### src/hw/lie_regs.vh
// constants of the logic io event processor
`ifndef LIE_REGS_VH
`define LIE_REGS_VH
// state word bit positions
`define LIE_BIT_TRUE   0
`define LIE_BIT_RISE   1
`define LIE_BIT_FALL   2
`define LIE_BIT_ACTIVE 3
`define LIE_BIT_PASS   4
`define LIE_BIT_FAIL   5
// logged event codes
`define LIE_CODE_RISE   6'h03
`define LIE_CODE_FALL   6'h04
`define LIE_CODE_ACTIVE 6'h09
`define LIE_CODE_PASS   6'h11
`define LIE_CODE_FAIL   6'h24
// a fall or turn-off is logged only after more than this many high samples
`define LIE_MIN_HIGH    16'h0002
// output modes
`define LIE_MODE_LEVEL  2'h0
`define LIE_MODE_SINGLE 2'h1
`define LIE_MODE_PULSE  2'h2
// reset values
`define LIE_RST_WORD    6'h00
`define LIE_RST_TS      32'h0000_0000
`endif

### src/hw/lie_in_chan.v
// one input channel: debounce, duration test, state word
`timescale 1ns/1ps
`include "lie_regs.vh"
module lie_in_chan #(
  parameter CW = 16
) (
  input  wire          clock,
  input  wire          reset_n,
  input  wire          raw_in,
  input  wire          invert,
  input  wire [CW-1:0] debounce_len,
  input  wire          dur_en,
  input  wire [CW-1:0] active_len,
  input  wire [CW-1:0] pass_len,
  output reg  [5:0]    state_r,
  output reg  [CW-1:0] high_cnt_r
);
  // ==========================================================
  // debounce
  reg          level_r;
  reg [CW-1:0] stab_r;
  wire         samp = raw_in ^ invert;
  always @(posedge clock) begin
    if (!reset_n) begin
      level_r <= 1'b0;
      stab_r  <= {CW{1'b0}};
    end else if (debounce_len == {CW{1'b0}}) begin
      level_r <= samp;
      stab_r  <= {CW{1'b0}};
    end else if (samp == level_r) begin
      stab_r <= {CW{1'b0}};
    end else if (stab_r + 1'b1 >= debounce_len) begin
      level_r <= samp;
      stab_r  <= {CW{1'b0}};
    end else begin
      stab_r <= stab_r + 1'b1;
    end
  end
  // ==========================================================
  // duration test and state word
  reg prev_r;
  reg act_r;
  reg passed_r;
  wire rise = level_r & ~prev_r;
  wire fall = ~level_r & prev_r;
  wire [CW-1:0] held = rise ? {CW{1'b0}} : high_cnt_r;
  wire act_hit  = dur_en & level_r & ~act_r & (held + 1'b1 >= active_len);
  wire pass_hit = dur_en & level_r & act_r & ~passed_r &
                  (held + 1'b1 >= active_len + pass_len);
  always @(posedge clock) begin
    if (!reset_n) begin
      prev_r     <= 1'b0;
      act_r      <= 1'b0;
      passed_r   <= 1'b0;
      high_cnt_r <= {CW{1'b0}};
      state_r    <= `LIE_RST_WORD;
    end else begin
      prev_r <= level_r;
      if (level_r) begin
        if (high_cnt_r != {CW{1'b1}})
          high_cnt_r <= rise ? {{(CW-1){1'b0}}, 1'b1} : high_cnt_r + 1'b1;
      end
      if (act_hit)
        act_r <= 1'b1;
      if (pass_hit)
        passed_r <= 1'b1;
      if (fall) begin
        act_r    <= 1'b0;
        passed_r <= 1'b0;
      end
      state_r[`LIE_BIT_TRUE]   <= level_r;
      state_r[`LIE_BIT_RISE]   <= rise;
      state_r[`LIE_BIT_FALL]   <= fall;
      state_r[`LIE_BIT_ACTIVE] <= act_hit;
      state_r[`LIE_BIT_PASS]   <= pass_hit;
      state_r[`LIE_BIT_FAIL]   <= fall & act_r & ~passed_r;
    end
  end
endmodule // lie_in_chan

### src/hw/lie_out_chan.v
// one output channel: level, single sample or timed pulse
`timescale 1ns/1ps
`include "lie_regs.vh"
module lie_out_chan #(
  parameter CW = 16
) (
  input  wire          clock,
  input  wire          reset_n,
  input  wire [1:0]    mode,
  input  wire          cmd_level,
  input  wire          cmd_trig,
  input  wire [CW-1:0] pulse_len,
  input  wire          invert,
  output reg           out_r,
  output reg           on_evt_r,
  output reg           off_evt_r
);
  reg          drive_r;
  reg [CW-1:0] left_r;
  reg [CW-1:0] high_r;
  reg          trig_d_r;
  wire         trig_edge = cmd_trig & ~trig_d_r;
  always @(posedge clock) begin
    if (!reset_n) begin
      drive_r  <= 1'b0;
      left_r   <= {CW{1'b0}};
      trig_d_r <= 1'b0;
    end else begin
      trig_d_r <= cmd_trig;
      case (mode)
        `LIE_MODE_LEVEL: begin
          drive_r <= cmd_level;
        end
        `LIE_MODE_SINGLE: begin
          drive_r <= trig_edge;
        end
        `LIE_MODE_PULSE: begin
          if (trig_edge) begin
            drive_r <= 1'b1;
            left_r  <= pulse_len;
          end else if (left_r != {CW{1'b0}}) begin
            left_r <= left_r - 1'b1;
          end else begin
            drive_r <= 1'b0;
          end
        end
        default: begin
          drive_r <= 1'b0;
        end
      endcase
    end
  end
  always @(posedge clock) begin
    if (!reset_n) begin
      out_r     <= 1'b0;
      high_r    <= {CW{1'b0}};
      on_evt_r  <= 1'b0;
      off_evt_r <= 1'b0;
    end else begin
      out_r    <= drive_r ^ invert;
      on_evt_r <= drive_r & ~(out_r ^ invert);
      off_evt_r <= ~drive_r & (out_r ^ invert) &
                   (high_r > `LIE_MIN_HIGH);
      if (drive_r)
        high_r <= (out_r ^ invert) ?
                  ((high_r == {CW{1'b1}}) ? high_r : high_r + 1'b1) :
                  {{(CW-1){1'b0}}, 1'b1};
    end
  end
endmodule // lie_out_chan

### src/hw/lie_top.v
// logic io event processor: inputs, outputs, event log, packers
`timescale 1ns/1ps
`include "lie_regs.vh"
module lie_top #(
  parameter NI = 4,
  parameter NO = 4,
  parameter CW = 16
) (
  input  wire             clock,
  input  wire             reset_n,
  input  wire [NI-1:0]    raw_in,
  input  wire [NI-1:0]    in_invert,
  input  wire [CW-1:0]    debounce_len,
  input  wire             dur_en,
  input  wire [CW-1:0]    active_len,
  input  wire [CW-1:0]    pass_len,
  input  wire             in_log_en,
  input  wire             result_link_en,
  input  wire [2:0]       result_bit_sel,
  input  wire [1:0]       result_chan_sel,
  input  wire [2*NO-1:0]  out_mode,
  input  wire [NO-1:0]    out_invert,
  input  wire [CW-1:0]    pulse_length_param,
  input  wire [NO-1:0]    out_link,
  input  wire [NO-1:0]    output_drive_param,
  input  wire [NO-1:0]    manual_click,
  input  wire [NO-1:0]    output_pack_param,
  input  wire             output_pack_wr,
  input  wire [NO-1:0]    raw_output_unpacker,
  input  wire             unpacker_en,
  input  wire             out_log_en,
  output reg  [6*NI-1:0]  input_state_word_param,
  output reg  [NI-1:0]    raw_input_packer,
  output reg              result_bit_r,
  output reg  [5:0]       result_word_r,
  output reg              in_evt_valid_r,
  output reg  [1:0]       in_evt_chan_r,
  output reg  [5:0]       in_evt_code_r,
  output reg  [31:0]      in_evt_ts_r,
  output reg  [NO-1:0]    out_pins_r,
  output reg              out_evt_valid_r,
  output reg  [1:0]       out_evt_chan_r,
  output reg              out_evt_on_r,
  output reg  [31:0]      out_evt_ts_r
);
  // ==========================================================
  // timestamp
  reg [31:0] ts_r;
  always @(posedge clock) begin
    if (!reset_n)
      ts_r <= `LIE_RST_TS;
    else
      ts_r <= ts_r + 32'h0000_0001;
  end
  // ==========================================================
  // input channels, their event codes and the pick chain
  wire [6*NI-1:0]  st;
  wire [CW*NI-1:0] hc;
  wire [NI-1:0]    ch_v;
  wire [6*NI-1:0]  ch_code;
  wire [NI:0]      ip_v;
  wire [2*NI+1:0]  ip_c;
  wire [6*NI+5:0]  ip_code;
  assign ip_v[NI]           = 1'b0;
  assign ip_c[2*NI +: 2]    = 2'h0;
  assign ip_code[6*NI +: 6] = 6'h00;
  genvar gi;
  generate
    for (gi = 0; gi < NI; gi = gi + 1) begin : g_in
      wire [31:0] num_w  = gi;
      wire [5:0]  s_w    = st[6*gi +: 6];
      wire        long_w = (hc[CW*gi +: CW] > `LIE_MIN_HIGH);
      lie_in_chan #(.CW(CW)) u_in (
        .clock        (clock),
        .reset_n      (reset_n),
        .raw_in       (raw_in[gi]),
        .invert       (in_invert[gi]),
        .debounce_len (debounce_len),
        .dur_en       (dur_en),
        .active_len   (active_len),
        .pass_len     (pass_len),
        .state_r      (st[6*gi +: 6]),
        .high_cnt_r   (hc[CW*gi +: CW])
      );
      // a fall counts only after a long enough high run
      assign ch_v[gi] = s_w[`LIE_BIT_RISE] | s_w[`LIE_BIT_ACTIVE] |
                        s_w[`LIE_BIT_PASS] | s_w[`LIE_BIT_FAIL] |
                        (s_w[`LIE_BIT_FALL] & long_w);
      // one code per cycle: fail, fall, pass, active, rise
      assign ch_code[6*gi +: 6] =
        s_w[`LIE_BIT_FAIL]   ? `LIE_CODE_FAIL   :
        s_w[`LIE_BIT_FALL]   ? `LIE_CODE_FALL   :
        s_w[`LIE_BIT_PASS]   ? `LIE_CODE_PASS   :
        s_w[`LIE_BIT_ACTIVE] ? `LIE_CODE_ACTIVE :
                               `LIE_CODE_RISE;
      // lowest channel wins, others dropped
      assign ip_v[gi] = ch_v[gi] | ip_v[gi+1];
      assign ip_c[2*gi +: 2] = ch_v[gi] ? num_w[1:0] :
                               ip_c[2*gi+2 +: 2];
      assign ip_code[6*gi +: 6] = ch_v[gi] ? ch_code[6*gi +: 6] :
                                  ip_code[6*gi+6 +: 6];
    end
  endgenerate
  wire       ie_v    = ip_v[0];
  wire [1:0] ie_c    = ip_c[1:0];
  wire [5:0] ie_code = ip_code[5:0];
  // result link: bit selects above five read as zero
  wire [5:0] sel_word = st[6*result_chan_sel +: 6];
  wire [7:0] sel_ext  = {2'b00, sel_word};
  always @(posedge clock) begin
    if (!reset_n) begin
      in_evt_valid_r         <= 1'b0;
      in_evt_chan_r          <= 2'h0;
      in_evt_code_r          <= 6'h00;
      in_evt_ts_r            <= `LIE_RST_TS;
      input_state_word_param <= {6*NI{1'b0}};
      raw_input_packer       <= {NI{1'b0}};
      result_bit_r           <= 1'b0;
      result_word_r          <= `LIE_RST_WORD;
    end else begin
      in_evt_valid_r <= in_log_en & ie_v;
      if (ie_v) begin
        in_evt_chan_r <= ie_c;
        in_evt_code_r <= ie_code;
        in_evt_ts_r   <= ts_r;
      end
      input_state_word_param <= st;
      raw_input_packer       <= raw_in;
      if (result_link_en) begin
        result_word_r <= sel_word;
        result_bit_r  <= sel_ext[result_bit_sel];
      end else begin
        result_word_r <= `LIE_RST_WORD;
        result_bit_r  <= 1'b0;
      end
    end
  end
  // ==========================================================
  // output command sources
  reg  [NO-1:0] word_r;
  always @(posedge clock) begin
    if (!reset_n)
      word_r <= {NO{1'b0}};
    else if (output_pack_wr)
      word_r <= output_pack_param;
  end
  wire [NO-1:0] cmd = out_link | output_drive_param | manual_click |
                      word_r | (unpacker_en ? raw_output_unpacker :
                      {NO{1'b0}});
  // ==========================================================
  // output channels and their event pick chain
  wire [NO-1:0]   pin;
  wire [NO-1:0]   on_e;
  wire [NO-1:0]   off_e;
  wire [NO:0]     op_v;
  wire [2*NO+1:0] op_c;
  wire [NO:0]     op_on;
  assign op_v[NO]        = 1'b0;
  assign op_c[2*NO +: 2] = 2'h0;
  assign op_on[NO]       = 1'b0;
  genvar go;
  generate
    for (go = 0; go < NO; go = go + 1) begin : g_out
      wire [31:0] num_w = go;
      wire        any_w = on_e[go] | off_e[go];
      lie_out_chan #(.CW(CW)) u_out (
        .clock     (clock),
        .reset_n   (reset_n),
        .mode      (out_mode[2*go +: 2]),
        .cmd_level (cmd[go]),
        .cmd_trig  (cmd[go]),
        .pulse_len (pulse_length_param),
        .invert    (out_invert[go]),
        .out_r     (pin[go]),
        .on_evt_r  (on_e[go]),
        .off_evt_r (off_e[go])
      );
      // lowest channel wins, others dropped
      assign op_v[go] = any_w | op_v[go+1];
      assign op_c[2*go +: 2] = any_w ? num_w[1:0] : op_c[2*go+2 +: 2];
      assign op_on[go] = any_w ? on_e[go] : op_on[go+1];
    end
  endgenerate
  wire       oe_v  = op_v[0];
  wire [1:0] oe_c  = op_c[1:0];
  wire       oe_on = op_on[0];
  always @(posedge clock) begin
    if (!reset_n) begin
      out_pins_r      <= {NO{1'b0}};
      out_evt_valid_r <= 1'b0;
      out_evt_chan_r  <= 2'h0;
      out_evt_on_r    <= 1'b0;
      out_evt_ts_r    <= `LIE_RST_TS;
    end else begin
      out_pins_r      <= pin;
      out_evt_valid_r <= out_log_en & oe_v;
      if (oe_v) begin
        out_evt_chan_r <= oe_c;
        out_evt_on_r   <= oe_on;
        out_evt_ts_r   <= ts_r;
      end
    end
  end
endmodule // lie_top

### config.mk
export PLATFORM = sky130hd
export DESIGN_NAME = lie_top
export DESIGN_NICKNAME = d
export VERILOG_FILES = /design/src/hw/lie_in_chan.v /design/src/hw/lie_out_chan.v /design/src/hw/lie_top.v
export VERILOG_INCLUDE_DIRS = /design/src /design/src/hw
export SDC_FILE = /design/constraint.sdc
export NUM_CORES = 1
export LEC_CHECK = 0
export CAP_MARGIN = 20
export CORE_ASPECT_RATIO = 0.6
export CORE_MARGIN = 4
export CORE_UTILIZATION = 55
export CTS_CLUSTER_SIZE = 28
export DETAILED_ROUTE_END_ITERATION = 10
export DONT_BUFFER_PORTS = 1
export PLACE_DENSITY = 0.8
export SLEW_MARGIN = 25
export SYNTH_ARGS = -nofsm -noshare
export SYNTH_HDL_FRONTEND = slang
export SYNTH_SLANG_ARGS = --single-unit
### constraint.sdc
create_clock -name clock -period 3.7 [get_ports clock]
set_input_delay 0.555 -clock clock [delete_from_list [all_inputs] [get_ports clock]]
set_output_delay 0.555 -clock clock [all_outputs]
set_load 0.01 [all_outputs]
# Yosys cells after proc, flatten, opt, wreduce, memory -nomap -nowiden
# Cells that the tools add are included.
# totals
reg_bits	468
latch_bits	0
elab_cells	406
romBits	0
ramBits	0
n_memories	0
out_inout_bits	116
# op_classes
addsub	22
div	0
magnitude_cmp	21
mux	83
multipliers	1
n_eq_ne	32
reduce_logical	42
shifts	1
bitwise	133
# ops
op	count
two-way mux 16 bit	24
adder 16 x 1 -> 16 bit (second input constant)	16
greater-or-equal comparator 16 bit	12
> comparator 16 x 2 -> 1 bit (second input constant)	8
equality test 16 bit (second input constant)	4
inequality test 16 bit (second input constant)	4
nonzero test 16 bit	4
subtractor 16 x 1 -> 16 bit (second input constant)	4
bitwise AND 1 bit	62
two-way mux 6 bit	8
two-way mux 5 bit	8
AND reduction 2 bit	17
adder 32 x 1 -> 32 bit (second input constant)	1
NOT 1 bit	29
OR 1 bit	26
two-way mux 1 bit	25
indexed part select 24 x 6 -> 6 bit	1
two-way mux 4 bit	5
adder 16 bit	1
zero test 16 bit	1
two-way mux 2 bit	8
OR 4 bit	4
nonzero test 2 bit	8
OR reduction 4 bit	4
other kinds (13)	51

# Depth between registers and ports, before layout
# depth
word_depth	8
depth_mapped	17

# By module
# Synthesis repeated with hierarchy kept, for this count alone.
# unflattened
cells_unflattened	3790
hier_area_um2	30808.3
# modules_own_cells
module	cells_per_inst	seq_area_each_um2	area_each_um2	n_inst
lie_in_chan (g_in[0].u_in ...)	518	820.8	4078.9	3
lie_out_chan	263	740.7	2097.0	4
lie_top	687	3042.9	6165.9	1
lie_in_chan (g_in[2].u_in)	497	820.8	4017.6	1

# Worst setup path after synthesis
# OpenSTA, ideal clock, no wires.
# synth_timing
path_type	input port to flip-flop
from	input port active_len[0]
to	register g_in[1].u_in.passed_r
required_ns	3.577
cell_stages	16
arrival_ns	3.520
setup_slack_ns	0.057
path_buffers	0
path_cell_list	ha_1 fa_1 a21oi_1 o2111ai_1 nand2_1 o21ai_0 a21oi_1 xor2_1 ha_1 and2_1 a221o_1 a21o_1 a21oi_1 o21ai_0 o21ai_0 nand2_1
# synth_between
elab_chain_len	3
# synth_lines
item	line	text
start: declaration	lie_top.v:15	input wire [CW-1:0] active_len,
adder 16 bit	lie_in_chan.v:49	(held + 1'b1 >= active_len + pass_len);
greater-or-equal comparator 16 bit	lie_in_chan.v:49	
bitwise AND 1 bit	lie_in_chan.v:48	wire pass_hit = dur_en & level_r & act_r & ~passed_r &
end signal: assignment	lie_in_chan.v:54	passed_r <= 1'b0;
end signal: assignment	lie_in_chan.v:66	passed_r <= 1'b1;
end signal: assignment	lie_in_chan.v:69	passed_r <= 1'b0;
end: declaration	lie_in_chan.v:43	reg passed_r;
# Every way passes these cells.
# A chain may end at the register's enable or synchronous reset.

==> results summary <==
The flow ran to the end, and the final reports show no timing, DRC or antenna violations. In this run the vertical extent of the chip is between 150 and 200 µm. After synthesis, the most frequently instantiated cells are 464 x sky130_fd_sc_hd__dfxtp_1, 370 x sky130_fd_sc_hd__nor2_1, 342 x sky130_fd_sc_hd__nand2_1. For this run, the register share of the synthesized area comes to 0.352.

The average detailed-routed wire length per instance is roughly 20 µm. The initial antenna violation count came out at 0. The fraction of final layout cells sized beyond drive strength 1 came out at 0.0614. The synthesized net count came out at roughly 3,600. In this run the worst path has a maximum fanout of 5. The count of mapped cells out of synthesis came out at 3,235. The power per cell area is between 300 and 400 mW/mm².

The post-synth design cell area came out at 0.0264 mm². The I/O pin count came out at about 230. Clock latency on the worst-skew pair, taken at its later pin, is 0.57 ns.

Based on the critical path, the design can be clocked at up to between 200 and 300 MHz. The part of the cycle the worst path needs came out at 0.957. Setup repair after global routing left no endpoint under its margin. The final critical path time including I/O delays and setup came out at 3.54 ns. The flip-flop and latch count after synthesis is about 460. The H-tree generated during clock tree synthesis spans 2 levels. OpenSTA, run right after detailed placement, puts the worst setup slack at -0.301 ns. The number of global-route vias before repair came out at ~22,000.

The cell occurring most often along the worst timing path is sky130_fd_sc_hd__ha_1. The post-route antenna net violation count is 0. The buffers plus inverters on the worst setup path came out at 0.

The leading register cell type out of synthesis is sky130_fd_sc_hd__dfxtp_1. The top cell family by delay on the critical path is compound AO/OA/AOI/OAI gates. The final count of hold timing violations is 0.

The number of clock sinks is ~460. The floorplan step defined a core boundary enclosing approximately 0.047 mm². The logic depth of the worst register-to-register path came out at 14. The required time of the critical path is 4.17 ns.

The number of slew-limit violations in the final report came out at 0. The post-CTS setup buffer count is 0. The path class of the tightest hold or removal check is in2reg. The congestion estimate from routability-driven global placement came to around 0.98.

Yosys attributes the largest share of cell area to sky130_fd_sc_hd__dfxtp_1 35%, sky130_fd_sc_hd__ha_1 12%, sky130_fd_sc_hd__nor2_1 5.3%, sky130_fd_sc_hd__a21oi_1 5.0%, sky130_fd_sc_hd__nand2_1 4.9%. The clock tree root driver cell is sky130_fd_sc_hd__clkbuf_16. The critical path is of the reg2reg type.

The total leakage power came out at around 12 nW. The slowest stage of the critical path belongs to the cell sky130_fd_sc_hd__dfxtp_1. The endpoint identified for the worst register-to-register timing path is g_in[0].u_in.act_r. Across all layers, the routed design uses about 24,000 vias.

TritonCTS built the clock tree. The placement row count came out at slightly above 60. The fraction of registers with async set or reset after synthesis came out at 0. The final worst setup slack is approximately 0.16 ns. The most common cell in the synthesized netlist is sky130_fd_sc_hd__dfxtp_1. After global routing the overflow that remains totals 0. STA classifies the critical path startpoint as a flip-flop. The relative slew slack came out at 0.344. The number of buffers added by the clock tree synthesis step came out at 44.

The signal on the critical path passes through nand2b_1 > and2_1 > ha_1 > nand3_1 > xor2_1 > nor2_1 > ha_1 > a21o_1 > a21oi_1 > o21ai_0 > or3_1 > o21ba_2 > a41o_1 > o221a_2. The die is a little under 300 µm wide. The start of the worst register-to-register path is g_in[0].u_in.state_r[0]. The number of buffers added to fix hold violations after cts came out at 0. Entering global routing, the biggest net connects around 100 pins. The relative area change from synthesis to final layout is 9.25%. The pre-antenna-repair detailed-routing pass consisted of 6 iterations. The placed wire-length estimate after detailed placement is roughly 58 mm. The net total in the final layout is roughly 3,600.

The number of enable flip-flop cells after synthesis is 0. The detailed-route wire length is 77.1 mm. The die covers between 0.05 and 0.06 mm². The overall power came out at 0.0115 W. The worst path arrival time is between 4 and 5 ns. The clock slew seen by the registers of the worst setup and hold paths came out at around 0.070 ns. The number of inserted filler cells in the final layout is slightly below 4,000.

The detailed-route vias per instance is around 6.2. The mean instance size in the synthesized netlist is a little over 8 µm². The global-route wire length before repair is roughly 120 mm. The worst-case IR drop observed on VDD is approximately 300 µV. The fraction of the core area covered by cells at the end of the flow is 0.615.

After the first detailed-routing iteration, the DRC count stood at between 2,000 and 3,000. The number of maximum-capacitance violations came out at 0. The overall global routing resource usage is 0.283. At the pin with the least slew margin, the transition time is 0.978 ns. For this configuration, the core starts out at a cell density of 0.563.

The total DRC errors in the routed layout is 0. STA classifies the critical path endpoint as a flip-flop. The clock skew came out at between 0.015 and 0.02 ns. The largest total area in the synthesized netlist belongs to sky130_fd_sc_hd__dfxtp_1. The worst hold path begins at raw_in[3]. In this design, the stage delay of the slowest critical-path cell is ~0.4 ns. The share of the synthesized area in the top cell type came out at 0.352.

Buffers placed on the I/O ports in this run total 0. No sink is reached through more buffers than the 3 on the longest clock path. Setup violations remaining at the end of the flow were counted as 0. The number of distinct library cell variants in the gate-level netlist after synthesis came out at between 80 and 90.

The worst hold endpoint is raw_input_packer[3]. The worst hold path cell count is 1. The number of warnings issued by yosys is 0. The number of diodes added for antenna fixing is 0. Across all register-to-register paths, the minimum setup slack is roughly 0.16 ns.
cells by family after synthesis:
| family | count (synthesis) | share of synthesized area |
|---|---|---|
| AO/OA/AOI/OAI | 650 | 0.150 |
| XOR/XNOR | 234 | 0.0777 |
| adder cells (fa/ha/maj) | 247 | 0.117 |
| buffers and inverters | 248 | 0.0358 |
| flip-flops | 464 | 0.352 |
| multiplexers | 20 | 0.0111 |
| AND/OR/NAND/NOR | 1372 | 0.256 |
layer usage:
layer / routed length (µm) / GRT usage
met1: 34200 / 0.397
met2: 33000 / 0.432
met3: 7120 / 0.0583
met4: 2830 / 0.108
met5: 0 / 0
sequential cells by signal (all words and copies together), names as in the netlist, 6 cells and up:
register / flops
in_evt_code_r: 6
g_in.u_in.stab_r: 64
ts_r: 32
g_out.u_out.high_r: 64
g_in.u_in.high_cnt_r: 64
out_evt_ts_r: 32
result_word_r: 6
in_evt_ts_r: 32
g_in.u_in.state_r: 24
input_state_word_param: 24
g_out.u_out.left_r: 64
timing repair:
action / 4_1_cts / 5_1_grt
endpoints found under the setup margin: 0 / 9
gates resized for setup: 0 / 11
endpoints found under the hold margin: 0 / 0
layout make-up:
class,instances,area [µm²],share of cell area
tap,630,788,0.0273
sequential,464,9290,0.322
inverter,123,467,0.0162
clock buffer,59,1210,0.0419
multi-input combinational,2523,16200,0.563
clock inverter,21,323,0.0112
timing repair buffer,69,531,0.0184
cell usage in the layout (no fill, tap or decap), types with 8 or more instances in the layout:
| cell | instances |
|---|---|
| sky130_fd_sc_hd__or4_1 | 16 |
| sky130_fd_sc_hd__or2_2 | 17 |
| sky130_fd_sc_hd__o21a_1 | 14 |
| sky130_fd_sc_hd__buf_4 | 68 |
| sky130_fd_sc_hd__a22oi_1 | 12 |
| sky130_fd_sc_hd__o22ai_1 | 10 |
| sky130_fd_sc_hd__clkbuf_16 | 44 |
| sky130_fd_sc_hd__a2111oi_0 | 10 |
| sky130_fd_sc_hd__nor3_1 | 84 |
| sky130_fd_sc_hd__ha_1 | 243 |
| sky130_fd_sc_hd__nand2_1 | 342 |
| sky130_fd_sc_hd__a21o_1 | 63 |
| sky130_fd_sc_hd__nand2b_1 | 33 |
| sky130_fd_sc_hd__inv_1 | 122 |
| sky130_fd_sc_hd__and3_1 | 41 |
| sky130_fd_sc_hd__dfxtp_1 | 461 |
| sky130_fd_sc_hd__mux2i_1 | 9 |
| sky130_fd_sc_hd__nor4_1 | 46 |
| sky130_fd_sc_hd__o211ai_1 | 10 |
| sky130_fd_sc_hd__or3_1 | 60 |
| sky130_fd_sc_hd__nor3b_1 | 52 |
| sky130_fd_sc_hd__a211oi_1 | 37 |
| sky130_fd_sc_hd__and2_1 | 51 |
| sky130_fd_sc_hd__nor2b_1 | 26 |
| sky130_fd_sc_hd__nand3_1 | 131 |
| sky130_fd_sc_hd__nor2_1 | 367 |
| sky130_fd_sc_hd__xor2_1 | 118 |
| sky130_fd_sc_hd__a21oi_1 | 260 |
| sky130_fd_sc_hd__nand3b_1 | 8 |
| sky130_fd_sc_hd__a31oi_1 | 9 |
| sky130_fd_sc_hd__nand4_1 | 56 |
| sky130_fd_sc_hd__o21ai_0 | 146 |
| sky130_fd_sc_hd__and4_1 | 18 |
| sky130_fd_sc_hd__clkbuf_1 | 10 |
| sky130_fd_sc_hd__xnor2_1 | 116 |
worst max path at each step:
stage                            start                    end  slack (ns)  depth (start not counted)
5_1_grt         g_in[0].u_in.stab_r[2]   g_in[0].u_in.level_r       0.003                         10
3_5_place_dp             active_len[0]  g_in[1].u_in.passed_r       -0.30                         16
3_3_place_gp             active_len[1]  g_in[1].u_in.passed_r       -0.17                         16
6_report       g_in[0].u_in.state_r[0]     g_in[0].u_in.act_r        0.16                         14
4_1_cts           g_in[2].u_in.level_r     g_in[2].u_in.act_r        0.13                         15
2_1_floorplan            active_len[0]  g_in[1].u_in.passed_r        0.06                         16
per-stage QoR:
step	instances	TNS, ns	instance area (µm²)	hold WS [ns]
finish	3889	0	28800	0.104
global placement	3809	-0.635	27300	0.428
global route	3889	0	28800	0.0739
detailed placement	3809	-1.37	27300	0.439
floorplan	3235	0	26400	0.414
CTS	3889	0	28800	0.0776
power by group:
group / internal, W / switching (W) / total [W]
clock network: 0.00281 / 0.00210 / 0.00491
registers: 0.00509 / 0.000117 / 0.00521
logic: 0.000539 / 0.000876 / 0.00141
(Power assumes the default switching activity.)
